[src/inc/hsc_consts.svh]
// Constants of the hot standby change-over controller: register offsets,
// field positions, reset values and timing counts.
// Assumes a 100 MHz clock and a 32-bit Avalon-MM slave with byte addresses.
//
// Overview of operation
// Standby side never drives field control
// Exactly one side is primary
// Primary power loss hands over control
// Host swap command exchanges the roles
// Operator selection makes that side primary
// Enabled connector removal causes change-over
// Enabled Modbus TCP halt causes change-over
// Enabled Modbus RTU halt causes change-over
// Button held 3 s enters forced mode
// Forced mode ignores all other triggers
// Button indicator blinks during forced mode
// Button held 3 s again leaves forced
// Shared Ethernet setting, separate serial settings
// Active port replies in both roles
// Passive port replies only when primary
// Active standby executes only switch command
// Passive standby executes serial switch only
// Primary replies and executes every command
// Host sends operation commands to primary
// Termination enables off, one per port
// Role swap is one atomic step
`ifndef HSC_CONSTS_SVH
`define HSC_CONSTS_SVH

// Register byte offsets
`define HSC_CTRL_OFS      4'h0
`define HSC_MODE_OFS      4'h4
`define HSC_TERM_OFS      4'h8
`define HSC_STATUS_OFS    4'hc

// Control register: trigger enables
`define HSC_CTRL_LINK_EN  0
`define HSC_CTRL_TCP_EN   1
`define HSC_CTRL_RTU_EN   2
`define HSC_CTRL_RESET    3'h0

// Standby mode register (1 = Active, 0 = Passive)
`define HSC_MODE_ETH      0
`define HSC_MODE_SER1     1
`define HSC_MODE_SER2     2
`define HSC_MODE_RESET    3'h0

// Termination register
`define HSC_TERM_SER1     0
`define HSC_TERM_SER2     1
`define HSC_TERM_RESET    2'h0

// Status register
`define HSC_STAT_PRIMARY  0
`define HSC_STAT_FORCED   1
`define HSC_STAT_SIDE_B   2

// Timing
`define HSC_CLK_HZ        100000000
`define HSC_HOLD_MS       3000
`define HSC_HOLD_CYC      ((`HSC_CLK_HZ / 1000) * `HSC_HOLD_MS)
`define HSC_BLINK_MS      250
`define HSC_BLINK_CYC     ((`HSC_CLK_HZ / 1000) * `HSC_BLINK_MS)

`endif

[src/inc/hsc_pkg.sv]
// Types of the hot standby change-over controller.
// Assumes the constants header is compiled alongside.
package hsc_pkg;

    typedef enum logic [1:0] {
        HSC_ST_STANDBY = 2'b00,
        HSC_ST_PRIMARY = 2'b01,
        HSC_ST_FORCED  = 2'b10
    } hsc_role_t;

    typedef enum logic [0:0] {
        HSC_PASSIVE = 1'b0,
        HSC_ACTIVE  = 1'b1
    } hsc_sby_mode_t;

endpackage : hsc_pkg

[src/core/hsc_changeover.sv]
// Change-over controller of one side of a hot standby station.
// Assumes the peer side, host ports and button reach it as pins; all
// pin inputs except op_select_primary are synchronised here. Host commands arrive as pulses.
//
// Implementation choices: the Avalon-MM interface to the registers and the register offsets.
`timescale 1ns/1ps
`default_nettype none
`include "hsc_consts.svh"

module hsc_changeover #(
    parameter int unsigned HOLD_CYC  = `HSC_HOLD_CYC,
    parameter int unsigned BLINK_CYC = `HSC_BLINK_CYC,
    parameter logic        SIDE_B    = 1'b0
) (
    // Clock and reset
    input  wire logic                 clock,
    input  wire logic                 reset,
    // Avalon-MM slave
    input  wire logic [3:0]           avs_address,
    input  wire logic                 avs_read,
    input  wire logic                 avs_write,
    input  wire logic [31:0]          avs_writedata,
    output logic [31:0]               avs_readdata,
    output logic                      avs_waitrequest,
    // Peer side and power
    input  wire logic                 peer_is_primary,
    input  wire logic                 peer_power_lost,
    input  wire logic                 own_power_fail,
    // Operator
    input  wire logic                 button_n,
    input  wire logic                 op_select_primary,
    output logic                      button_led,
    // Host link health (pins)
    input  wire logic [1:0]           eth_link_up,
    input  wire logic [1:0]           tcp_traffic_ok,
    input  wire logic [1:0]           rtu_traffic_ok,
    // Host commands, one-cycle pulses from on-chip protocol logic
    input  wire logic                 cmd_valid,
    input  wire logic                 cmd_is_switch,
    input  wire logic                 cmd_is_become_standby,
    input  wire logic [1:0]           cmd_port,
    output logic                      cmd_reply_en,
    output logic                      cmd_execute,
    // Role and field control
    output logic                      is_primary,
    output logic                      field_ctrl_en,
    output logic                      swap_request,
    // RS-485 termination
    output logic [1:0]                term_en
);
    import hsc_pkg::*;

    // ------------------------------------------------------------
    // Input synchronisers
    // ------------------------------------------------------------
    localparam int NSYNC = 10;
    logic [NSYNC-1:0] sync1_ff;
    logic [NSYNC-1:0] sync2_ff;
    wire  [NSYNC-1:0] raw_in = {rtu_traffic_ok, tcp_traffic_ok, eth_link_up,
                                ~button_n, own_power_fail, peer_power_lost,
                                peer_is_primary};

    always_ff @(posedge clock) begin
        if (reset) begin
            sync1_ff <= '0;
            sync2_ff <= '0;
        end else begin
            sync1_ff <= raw_in;
            sync2_ff <= sync1_ff;
        end
    end

    wire       s_peer_primary = sync2_ff[0];
    wire       s_peer_lost    = sync2_ff[1];
    wire       s_own_fail     = sync2_ff[2];
    wire       s_button       = sync2_ff[3];
    wire [1:0] s_link         = sync2_ff[5:4];
    wire [1:0] s_tcp          = sync2_ff[7:6];
    wire [1:0] s_rtu          = sync2_ff[9:8];

    // ------------------------------------------------------------
    // Registers and bus slave
    // ------------------------------------------------------------
    logic [2:0] ctrl_ff;
    logic [2:0] mode_ff;
    logic [1:0] term_ff;
    logic       sw_swap_ff;
    logic       rd_done_ff;
    logic [31:0] rdata_ff;

    wire sel_ctrl = avs_address == `HSC_CTRL_OFS;
    wire sel_mode = avs_address == `HSC_MODE_OFS;
    wire sel_term = avs_address == `HSC_TERM_OFS;
    wire sel_stat = avs_address == `HSC_STATUS_OFS;
    wire wr_ok    = avs_write;
    // Reads take one wait cycle so read data come from a flop
    assign avs_waitrequest = avs_read & ~rd_done_ff;
    assign avs_readdata    = rdata_ff;

    hsc_role_t role_ff;
    hsc_role_t nxt_role;

    wire [31:0] rd_mux =
        sel_ctrl ? {29'h0, ctrl_ff} :
        sel_mode ? {29'h0, mode_ff} :
        sel_term ? {30'h0, term_ff} :
        sel_stat ? {29'h0, SIDE_B, role_ff == HSC_ST_FORCED, role_ff != HSC_ST_STANDBY} :
        32'h0;

    always_ff @(posedge clock) begin
        if (reset) begin
            ctrl_ff    <= `HSC_CTRL_RESET;
            mode_ff    <= `HSC_MODE_RESET;
            // Termination off reset
            term_ff    <= `HSC_TERM_RESET;
            sw_swap_ff <= 1'b0;
            rd_done_ff <= 1'b0;
            rdata_ff   <= 32'h0;
        end else begin
            rd_done_ff <= avs_read & ~rd_done_ff;
            rdata_ff   <= rd_mux;
            // Writing 1 to status bit 0 is a local operator primary select
            sw_swap_ff <= wr_ok & sel_stat & avs_writedata[`HSC_STAT_PRIMARY];
            if (wr_ok && sel_ctrl) ctrl_ff <= avs_writedata[2:0];
            // Shared and separate modes
            if (wr_ok && sel_mode) mode_ff <= avs_writedata[2:0];
            // Independent port enables
            if (wr_ok && sel_term) term_ff <= avs_writedata[1:0];
        end
    end
    assign term_en = term_ff;

    // ------------------------------------------------------------
    // Button hold timer
    // ------------------------------------------------------------
    logic [31:0] hold_ff;
    logic        hold_fired_ff;
    // Three second hold
    wire hold_done = s_button && !hold_fired_ff && hold_ff == HOLD_CYC - 1;

    always_ff @(posedge clock) begin
        if (reset) begin
            hold_ff       <= 32'h0;
            hold_fired_ff <= 1'b0;
        end else if (!s_button) begin
            hold_ff       <= 32'h0;
            hold_fired_ff <= 1'b0;
        end else if (!hold_fired_ff) begin
            hold_ff       <= hold_ff + 32'h1;
            hold_fired_ff <= hold_done;
        end
    end

    // Short press: button released before the hold expired
    logic btn_prev_ff;
    always_ff @(posedge clock) begin
        if (reset) btn_prev_ff <= 1'b0;
        else       btn_prev_ff <= s_button;
    end
    wire btn_short = btn_prev_ff && !s_button && !hold_fired_ff;

    // ------------------------------------------------------------
    // Change-over triggers
    // ------------------------------------------------------------
    wire primary = role_ff != HSC_ST_STANDBY;

    // Connector removal
    wire trig_link = ctrl_ff[`HSC_CTRL_LINK_EN] && (s_link != 2'b11);
    // TCP traffic halt
    wire trig_tcp  = ctrl_ff[`HSC_CTRL_TCP_EN]  && (s_tcp  != 2'b11);
    // RTU traffic halt
    wire trig_rtu  = ctrl_ff[`HSC_CTRL_RTU_EN]  && (s_rtu  != 2'b11);
    wire health_bad = trig_link | trig_tcp | trig_rtu | s_own_fail;

    // Port 0/1 Ethernet, 2/3 serial 1/2
    wire port_serial = cmd_port[1];
    wire port_active = port_serial ? mode_ff[cmd_port[0] ? `HSC_MODE_SER2 : `HSC_MODE_SER1]
                                   : mode_ff[`HSC_MODE_ETH];

    // Reply gating by mode
    assign cmd_reply_en = cmd_valid && (primary || port_active);
    // Primary executes all
    wire exec_primary = cmd_valid && primary;
    // Active standby only switch
    wire exec_sby_act = cmd_valid && !primary && port_active && cmd_is_switch;
    // Passive standby serial switch
    wire exec_sby_pas = cmd_valid && !primary && !port_active && port_serial && cmd_is_switch;
    assign cmd_execute = exec_primary | exec_sby_act | exec_sby_pas;

    // Host swap command
    wire host_swap = cmd_execute && (cmd_is_switch || (primary && cmd_is_become_standby));
    // Operator selects this side
    wire op_sel = op_select_primary || sw_swap_ff || btn_short;

    // ------------------------------------------------------------
    // Role state machine
    // ------------------------------------------------------------
    always_comb begin
        nxt_role = role_ff;
        unique case (role_ff)
            HSC_ST_STANDBY: begin
                // Peer power loss
                if (hold_done && !s_peer_primary) nxt_role = HSC_ST_FORCED;
                else if (!s_own_fail && (s_peer_lost || host_swap || op_sel)) nxt_role = HSC_ST_PRIMARY;
                // A failing or unhealthy side must not grab control back, or it would oscillate
                else if (!s_peer_primary && !s_peer_lost && !health_bad)
                    nxt_role = SIDE_B ? HSC_ST_STANDBY : HSC_ST_PRIMARY;
            end
            HSC_ST_PRIMARY: begin
                if (hold_done) nxt_role = HSC_ST_FORCED;
                else if (host_swap || health_bad) nxt_role = HSC_ST_STANDBY;
            end
            HSC_ST_FORCED: begin
                // Others ignored
                // Hold again leaves
                if (hold_done) nxt_role = HSC_ST_PRIMARY;
            end
            default: nxt_role = HSC_ST_STANDBY;
        endcase
    end

    always_ff @(posedge clock) begin
        if (reset) role_ff <= HSC_ST_STANDBY;
        // Single-step swap
        else       role_ff <= nxt_role;
    end

    // One primary: the automatic claim waits, and forced entry from standby is refused, while peer holds control
    assign is_primary    = primary;
    // Standby never controls
    assign field_ctrl_en = primary && !s_own_fail;
    assign swap_request  = primary && (nxt_role == HSC_ST_STANDBY);

    // ------------------------------------------------------------
    // Indicator blink
    // ------------------------------------------------------------
    logic [31:0] blink_ff;
    logic        led_ff;
    always_ff @(posedge clock) begin
        if (reset) begin
            blink_ff <= 32'h0;
            led_ff   <= 1'b0;
        end else if (role_ff == HSC_ST_FORCED) begin
            // Blink while forced
            blink_ff <= (blink_ff == BLINK_CYC - 1) ? 32'h0 : blink_ff + 32'h1;
            if (blink_ff == BLINK_CYC - 1) led_ff <= ~led_ff;
        end else begin
            blink_ff <= 32'h0;
            led_ff   <= primary;
        end
    end
    assign button_led = led_ff;

endmodule : hsc_changeover
`default_nettype wire

[config.mk]
export PLATFORM = sky130hd
export DESIGN_NAME = hsc_changeover
export DESIGN_NICKNAME = d
export VERILOG_FILES = /design/src/inc/hsc_pkg.sv /design/src/core/hsc_changeover.sv
export VERILOG_INCLUDE_DIRS = /design/src /design/src/inc
export SDC_FILE = /design/constraint.sdc
export NUM_CORES = 1
export LEC_CHECK = 0
export BUFFER_PORTS_ARGS = -buffer_cell sky130_fd_sc_hd__buf_4
export CAP_MARGIN = 30
export CORE_UTILIZATION = 59
export DETAILED_ROUTE_END_ITERATION = 7
export GPL_TIMING_DRIVEN = 1
export PLACE_DENSITY = 0.92
export SETUP_SLACK_MARGIN = 0.1
export SYNTH_ARGS = -nofsm -noshare
export SYNTH_HDL_FRONTEND = slang
export SYNTH_SLANG_ARGS = --single-unit
[constraint.sdc]
create_clock -name clock -period 4.4 [get_ports clock]
set_input_delay 0.22 -clock clock [delete_from_list [all_inputs] [get_ports clock]]
set_output_delay 0.22 -clock clock [all_outputs]
set_load 0.005 [all_outputs]
==> summary.txt, run 1 <==
Floorplan
  • Die outline height: 90.2 µm
  • Core Region: 7370 µm²
  • Initial Utilization: 62.3%
  • Die area: 8140 µm²
  • Horizontal extent of the die: 90.2 µm
  • Cell row count: 31
  • I/O pin count: 97

Clock tree
  • CTS tree: built
  • Maximum number of buffers from clock root to sink: 2
  • Resized cells post-CTS: 0
  • Post-CTS repair timing setup buffer count: 0
  • TritonCTS Sinks: 102
  • TritonCTS buffer count: 9
  • H-tree depth reported by CTS: 3
  • Clock transition at path regs: 0.10 ns
  • Clock latency of the later-clocked register in the worst-skew pair: 0.37 ns
  • Hold-fix buffers at CTS: 1
  • Clock root buffer: sky130_fd_sc_hd__clkbuf_8

Final layout
  • Final core utilization: 68.2%
  • Most common cell after layout, fill and taps aside: sky130_fd_sc_hd__dfxtp_1
  • Number of nets in the layout: 619
  • Most frequent cells in the layout: 102 x sky130_fd_sc_hd__dfxtp_1, 73 x sky130_fd_sc_hd__nor2_1, 38 x sky130_fd_sc_hd__buf_4
  • Share of layout cells above drive strength 1: 10.8%
  • Number of antenna cells inserted: 0
  • Area growth, synth to finish: 9.54%

Synth
  • Post-synthesis instance total: 531
  • Average footprint of a synthesized cell: 8.64 µm²
  • Dominant synthesized flop cell: sky130_fd_sc_hd__dfxtp_1
  • Post-synth design cell area: 4590 µm²
  • Share of synthesized cell area in full adder, half adder and majority cells: 0.545%
  • Portion of the post-synthesis area used by sequential elements: 44.5%
  • XOR/XNOR Fraction of Synth Area: 10.3%
  • Portion of netlist area occupied by mux cells: 1.31%
  • Dominant combinational cell family by area after synthesis: simple AND/OR/NAND/NOR gates
  • Share of flip-flops with an asynchronous set or reset after synthesis: 0%
  • Fraction of the mapped netlist area in simple logic gates: 29.9%
  • Count of synthesis-stage warnings from yosys: 0
  • Number of synthesized flops with an enable pin: 0
  • Number of distinct library cells after synthesis: 46
  • Compound-gate portion of the synthesized area: 5.89%
  • Seq cells post-synth: 102

STA
  • Minimum hold slack: 0.0531 ns
  • Setup repair after global routing missed its margin: no
  • Final setup TNS: 0 ns
  • Final hold viol count: 0
  • Final setup violation count: 0
  • Fin Clk Skew: 0.0132 ns
  • Count of pins over their slew limit: 0
  • Relative slew slack: 39.7%
  • Fmax: 0.378 GHz
  • Portion of the clock cycle consumed by the worst path in the final layout: 60.2%
  • Final setup margin: 1.75 ns
  • Worst Max-Slew Pin Slew: 0.902 ns
  • Final critical delay including setup and external delays: 2.65 ns

Global routing
  • Pin count of the biggest net entering global routing: 38
  • Number of global-route vias before repair: 3509
  • First-pass GRT wire length: 15300 µm
  • Number of antenna violations at the first check in global routing: 0
  • Overall Global Routing Usage: 23.4%
  • GRT Residual Overflow: 0

Power and ir drop
  • Leak pwr: 1.74 nW
  • Relative contribution of sequential cells to total power: 58.3%
  • Switching Power: 0.414 mW
  • Overall power of the completed layout: 1.62 mW
  • Logic gate share of total power: 6.0%
  • Highest ir drop seen on vdd: 0.000285 V
  • Portion of total power attributed to the clock network: 35.7%
  • Power density relative to cell area: 323 nW/µm²
  • Internal cell power: 1.21 mW
  • Switching part of the total power: 25.5%

Critical path
  • Crit start category: register
  • Instance count on the critical path: 6
  • Critical-path cell list: nor4b_1 > nand3_1 > nor4_2 > a21oi_1 > o21a_1 > buf_4
  • Cell family contributing the most delay on the critical path: simple AND/OR/NAND/NOR gates
  • WP data arrival: 2.43 ns
  • R2R depth: 5
  • Worst Path Required: 4.18 ns
  • Worst stage delay on the critical path: 0.53 ns
  • Class of the most critical setup path: reg2out
  • Cell with the largest stage delay on the worst path: sky130_fd_sc_hd__nor4_2
  • Critical Path Fanout Max: 10
  • Bufs and invs on worst path: 1
  • Kind of capture point of the worst setup path: primary output

Min path
  • Class of the tightest hold or removal check: in2reg
  • Cell depth of the worst min-delay path: 2

Place
  • Half-perimeter wire length of the detailed placement result: 6460 µm
  • Buffers on Ports: 38
  • Post-Place Setup Slack: 2.04 ns
  • RePlAce Congestion: 0.868

Drt
  • Number of vias per cell: 5.59
  • Count of nets left with antenna violations after detail routing: 0
  • 1st-pass router iterations: 5
  • Final wirelength: 9300 µm
  • Wirelength per Cell: 14.0 µm
  • Count of unresolved DRC violations after routing: 0
  • Vias post-DR: 3717
  • Iteration-0 DRC count of the detailed router: 180

Job
  • Maximum Capacitance Violations: 0

Status
  • Run status: completed
[Yosys cell counts, types with 10 or more instances]
| cell | instances | area, µm² |
|---|---|---|
| sky130_fd_sc_hd__nor4_1 | 18 | 113 |
| sky130_fd_sc_hd__buf_4 | 29 | 218 |
| sky130_fd_sc_hd__inv_1 | 10 | 37.5 |
| sky130_fd_sc_hd__nand2_1 | 36 | 135 |
| sky130_fd_sc_hd__xnor2_1 | 34 | 298 |
| sky130_fd_sc_hd__a21oi_1 | 24 | 120 |
| sky130_fd_sc_hd__and4_1 | 11 | 96.3 |
| sky130_fd_sc_hd__nor3_1 | 14 | 70.1 |
| sky130_fd_sc_hd__xor2_1 | 20 | 175 |
| sky130_fd_sc_hd__nor2b_1 | 23 | 144 |
| sky130_fd_sc_hd__dfxtp_1 | 102 | 2040 |
| sky130_fd_sc_hd__nor2_1 | 73 | 274 |
| sky130_fd_sc_hd__clkbuf_1 | 17 | 63.8 |
| sky130_fd_sc_hd__nand3_1 | 33 | 165 |
| sky130_fd_sc_hd__nand4_1 | 16 | 100 |
[kinds of logic after synthesis]
logic type	Yosys count
DFF	102
AOI/OAI and AO/OA	47
buffers and inverters	60
other	1
and+or+nand+nor	259
xor gates and xnor gates	54
muxes	6
adders and majority gates	2
[layer usage]
metal | up-vias | part of all wire [%] | track usage [%] | wire [µm]
met5 | - | 0 | 0 | 0
met4 | 0 | 2.4 | 11.3 | 226
met3 | 28 | 5.1 | 7.45 | 470
met2 | 120 | 51 | 40.4 | 4760
met1 | 1747 | 41 | 26.0 | 3840
li1 | 1822 | - | - | -
[registers in the layout (all words and copies together) (netlist names)]
name,count
blink_ff,32
hold_ff,32
sync1_ff,10
sync2_ff,10
avs_readdata,3
ctrl_ff,3
mode_ff,3
role_ff,2
term_en,2
btn_prev_ff,1
button_led,1
hold_fired_ff,1
rd_done_ff,1
sw_swap_ff,1
[final timing paths]
path | start | endpoint | slack (ns)
max | hold_ff[8] | swap_request | 1.75
min | rtu_traffic_ok[1] | sync1_ff[9] | 0.05
max reg2reg | blink_ff[18] | blink_ff[2] | 1.99
min reg2reg | sync1_ff[9] | sync2_ff[9] | 0.45
[worst register-to-register path, cell delays in order (launching register included)]
cell                      delay, ns
sky130_fd_sc_hd__dfxtp_1       0.43
sky130_fd_sc_hd__nand4_1       0.16
sky130_fd_sc_hd__nor4_1        0.66
sky130_fd_sc_hd__nand3_1       0.18
sky130_fd_sc_hd__nand2_1       0.71
sky130_fd_sc_hd__nor2_1        0.12
[per-stage QoR]
stage | instances | area [µm²]
6_report | 665 | 5030
5_1_grt | 665 | 5030
4_1_cts | 664 | 5020
3_5_place_dp | 647 | 4810
3_3_place_gp | 646 | 4800
2_1_floorplan | 559 | 4690
[power groups by stage]
stage                     registers [mW]  clock network (mW)  logic [mW]
after global routing               0.948               0.633       0.107
after CTS                          0.946               0.595      0.0954
final                              0.946               0.579      0.0979
after global placement             0.967                   0      0.0889
after detailed placement           0.967                   0      0.0943
after floorplan                    0.965                   0      0.0673
[layout make-up]
| type | instances | area (µm²) |
|---|---|---|
| Fill cell | 561 | 2340 |
| Inverter | 10 | 37.5 |
| Tap cell | 99 | 124 |
| Timing Repair Buffer | 41 | 315 |
| Multi-Input combinational cell | 397 | 2310 |
| Sequential cell | 102 | 2040 |
| Clock buffer | 9 | 124 |
| Clock inverter | 7 | 76.3 |
(Power assumes the default switching activity.)
==> inputs of run 2 (changes only) <==
Settings changed: CORE_UTILIZATION 59 to 49, PLACE_DENSITY 0.92 to 0.83.
Clock period 4.4 ns to 2.3 ns, I/O delays scaled along.
==> run 2 against run 1 <==
- die area grew 20%
- count of clock-buffer cells in the layout stayed put
- final cell count is 5.9% higher
- worst hold slack worse by 0.018 ns
- clock skew increased by 0.0068 ns
- sequential share of layout area down 2.3 points
- wire length rose by 2.2%
- critical path depth grew 2
- register-to-register slack lost 1.8 ns
- worst setup slack got worse by 1.6 ns
- via count up 2.0%
==> summary.txt, run 2 (synthesized netlist as in run 1, its figures left out) <==
Status
  • Run status: completed

Clock tree
  • Maximum number of buffers from clock root to sink: 2 (unchanged)
  • CTS tree: built
  • TritonCTS Sinks: 102 (unchanged)
  • Clock transition at path regs: 0.11 ns (about the same)
  • Clock latency of the later-clocked register in the worst-skew pair: 0.38 ns (about the same)
  • Clock root buffer: sky130_fd_sc_hd__clkbuf_8
  • H-tree depth reported by CTS: 3 (unchanged)
  • TritonCTS buffer count: 9 (unchanged)

Floorplan
  • Die outline height: 98.8 µm (+9.5%)
  • I/O pin count: 97 (unchanged)
  • Cell row count: 34 (+9.7%)
  • Die area: 9760 µm² (+20%)
  • Core Region: 8890 µm² (+21%)
  • Initial Utilization: 51.6% (-11 points)
  • Horizontal extent of the die: 98.8 µm (+9.5%)

STA
  • Final setup violation count: 0 (unchanged)
  • Fmax: 0.459 GHz
  • Relative slew slack: 52.4% (+13 points)
  • Final setup margin: 0.123 ns (-1.63 ns)
  • Final critical delay including setup and external delays: 2.18 ns
  • Worst Max-Slew Pin Slew: 0.696 ns (-0.206 ns)
  • Final hold viol count: 0 (unchanged)
  • Final setup TNS: 0 ns (unchanged)
  • Portion of the clock cycle consumed by the worst path in the final layout: 94.7%
  • Count of pins over their slew limit: 0 (unchanged)
  • Fin Clk Skew: 0.0199 ns (+0.00679 ns)
  • Setup repair after global routing missed its margin: yes

Critical path
  • Flop2flop setup slack: 0.23 ns (-1.76 ns)
  • Kind of capture point of the worst setup path: primary output
  • Class of the most critical setup path: reg2out
  • R2R depth: 5 (unchanged)
  • Most used cell, CP: sky130_fd_sc_hd__buf_4
  • Setup crit start: hold_ff[0]
  • Crit start category: register
  • Critical path capture point: swap_request
  • Cell family contributing the most delay on the critical path: simple AND/OR/NAND/NOR gates
  • Worst Path Required: 2.18 ns (-2.00 ns)
  • Critical Path Fanout Max: 3 (-7)
  • Cell with the largest stage delay on the worst path: sky130_fd_sc_hd__dfxtp_2
  • Critical-path cell list: ha_4 > and3b_2 > nand3_2 > nor4_4 > buf_4 > a21oi_2 > o21a_1 > buf_4
  • WP data arrival: 2.06 ns (-0.37 ns)
  • Bufs and invs on worst path: 2 (+1)
  • Capture instance of the worst register-to-register path: hold_ff[28]
  • Worst stage delay on the critical path: 0.37 ns (-0.16 ns)
  • Source of the worst register-to-register timing path: hold_ff[10]
  • Instance count on the critical path: 8 (+2)

Global routing
  • Overall Global Routing Usage: 20.2% (-3.2 points)
  • Pin count of the biggest net entering global routing: 38 (unchanged)
  • First-pass GRT wire length: 16000 µm (+4.6%)
  • Number of antenna violations at the first check in global routing: 0 (unchanged)
  • GRT Residual Overflow: 0 (unchanged)
  • Global route hottest layer: met2
  • Number of global-route vias before repair: 3583 (+2.1%)
  • GRT met2 Usage: 35.0% (-5.4 points)
  • Global-route track usage on met1: 24.6% (-1.4 points)
  • Met3 usage: 5.11% (-2.3 points)

Power and ir drop
  • Logic gate share of total power: 6.5% (+0.5 points)
  • Internal cell power: 2.35 mW (+94%)
  • Overall power of the completed layout: 3.19 mW (+97%)
  • Switching Power: 0.849 mW (+110%)
  • Portion of total power attributed to the clock network: 36.9% (+1.2 points)
  • Highest ir drop seen on vdd: 0.000568 V (+99%)
  • Power density relative to cell area: 593 nW/µm² (+84%)
  • Relative contribution of sequential cells to total power: 56.6% (-1.7 points)
  • Switching part of the total power: 26.6% (+1.1 points)
  • Leak pwr: 1.92 nW (+10%)

Final layout
  • Largest regs: blink_ff (32), hold_ff (32)
  • Area growth, synth to finish: 17.3%
  • Number of nets in the layout: 649 (+4.8%)
  • Most frequent cells in the layout: 90 x sky130_fd_sc_hd__dfxtp_1, 73 x sky130_fd_sc_hd__nor2_1, 57 x sky130_fd_sc_hd__buf_4
  • Final core utilization: 60.6% (-7.6 points)
  • Share of layout cells above drive strength 1: 16.6% (+5.8 points)
  • Most common cell after layout, fill and taps aside: sky130_fd_sc_hd__dfxtp_1
  • Final non-filler cell area: 5390 µm² (+7.1%)
  • Number of antenna cells inserted: 0 (unchanged)

Drt
  • Count of nets left with antenna violations after detail routing: 0 (unchanged)
  • Final wirelength: 9500 µm (+2.2%)
  • Count of unresolved DRC violations after routing: 0 (unchanged)
  • Wirelength per Cell: 13.5 µm (-3.5%)
  • 1st-pass router iterations: 5 (unchanged)
  • Iteration-0 DRC count of the detailed router: 134 (-26%)
  • Number of vias per cell: 5.38 (-3.7%)
  • Vias post-DR: 3791 (+2.0%)

Place
  • RePlAce Congestion: 0.838 (-3.5%)
  • Post-DP Area: 4880 µm² (+1.5%)
  • Post-Place Setup Slack: 0.198 ns (-1.84 ns)
  • Half-perimeter wire length of the detailed placement result: 6220 µm (-3.7%)
  • Buffers on Ports: 38 (unchanged)

Min path
  • Class of the tightest hold or removal check: in2reg

Job
  • Maximum Capacitance Violations: 0 (unchanged)
-- run 2: worst min path at each step --
stage,startpoint,endpoint,cells after the start
floorplan,button_n,sync1_ff[3],1
global placement,button_n,sync1_ff[3],2
detailed placement,button_n,sync1_ff[3],2
CTS,avs_address[3],sw_swap_ff,3
global route,avs_address[3],sw_swap_ff,3
finish,avs_address[3],sw_swap_ff,3
-- run 2: final cells by class --
cell class,count,area (µm²)
clock buffer,9,124
inverter,10,37.5
sequential,102,2060
timing repair buffer,71,569
clock inverter,7,93.8
tap,108,135
fill,728,3510
multi-input combinational,397,2360
-- run 2: routing by layer --
metal	part of all wire (%)	up-vias	routed length, µm
met1	43	1780	4050
met2	50	115	4790
li1	-	1879	-
met4	1.8	0	171
met3	5.2	17	491
met5	0	-	0
-- run 2: worst reg2reg max path: cells and delay by family (launching register included) --
family / cells / cell delay [ns]
AND/OR/NAND/NOR: 4 / 1.46
flip-flops: 1 / 0.41
AO/OA/AOI/OAI: 1 / 0.14
-- run 2: power groups by stage --
stage | combinational [mW] | sequential [mW] | clock (mW)
finish | 0.207 | 1.81 | 1.18
global route | 0.227 | 1.81 | 1.28
CTS | 0.197 | 1.81 | 1.21
detailed placement | 0.180 | 1.85 | 0
global placement | 0.174 | 1.85 | 0
floorplan | 0.129 | 1.85 | 0
-- run 2: what timing repair did --
action / 4_1_cts / 5_1_grt
setup endpoints to repair: 1 / 2
pin swaps: 3 / 6
hold buffers: 13 / 0
gates resized for setup: 12 / 14
endpoints found under the hold margin: 15 / 0
buffers inserted: 3 / 7
gates cloned: 0 / 0
-- run 2: through the flow --
stage	hold slack (ns)	std cells
floorplan	0.187	559
global placement	0.275	665
detailed placement	0.274	665
CTS	0.0161	697
global route	0.0173	704
finish	0.0355	704
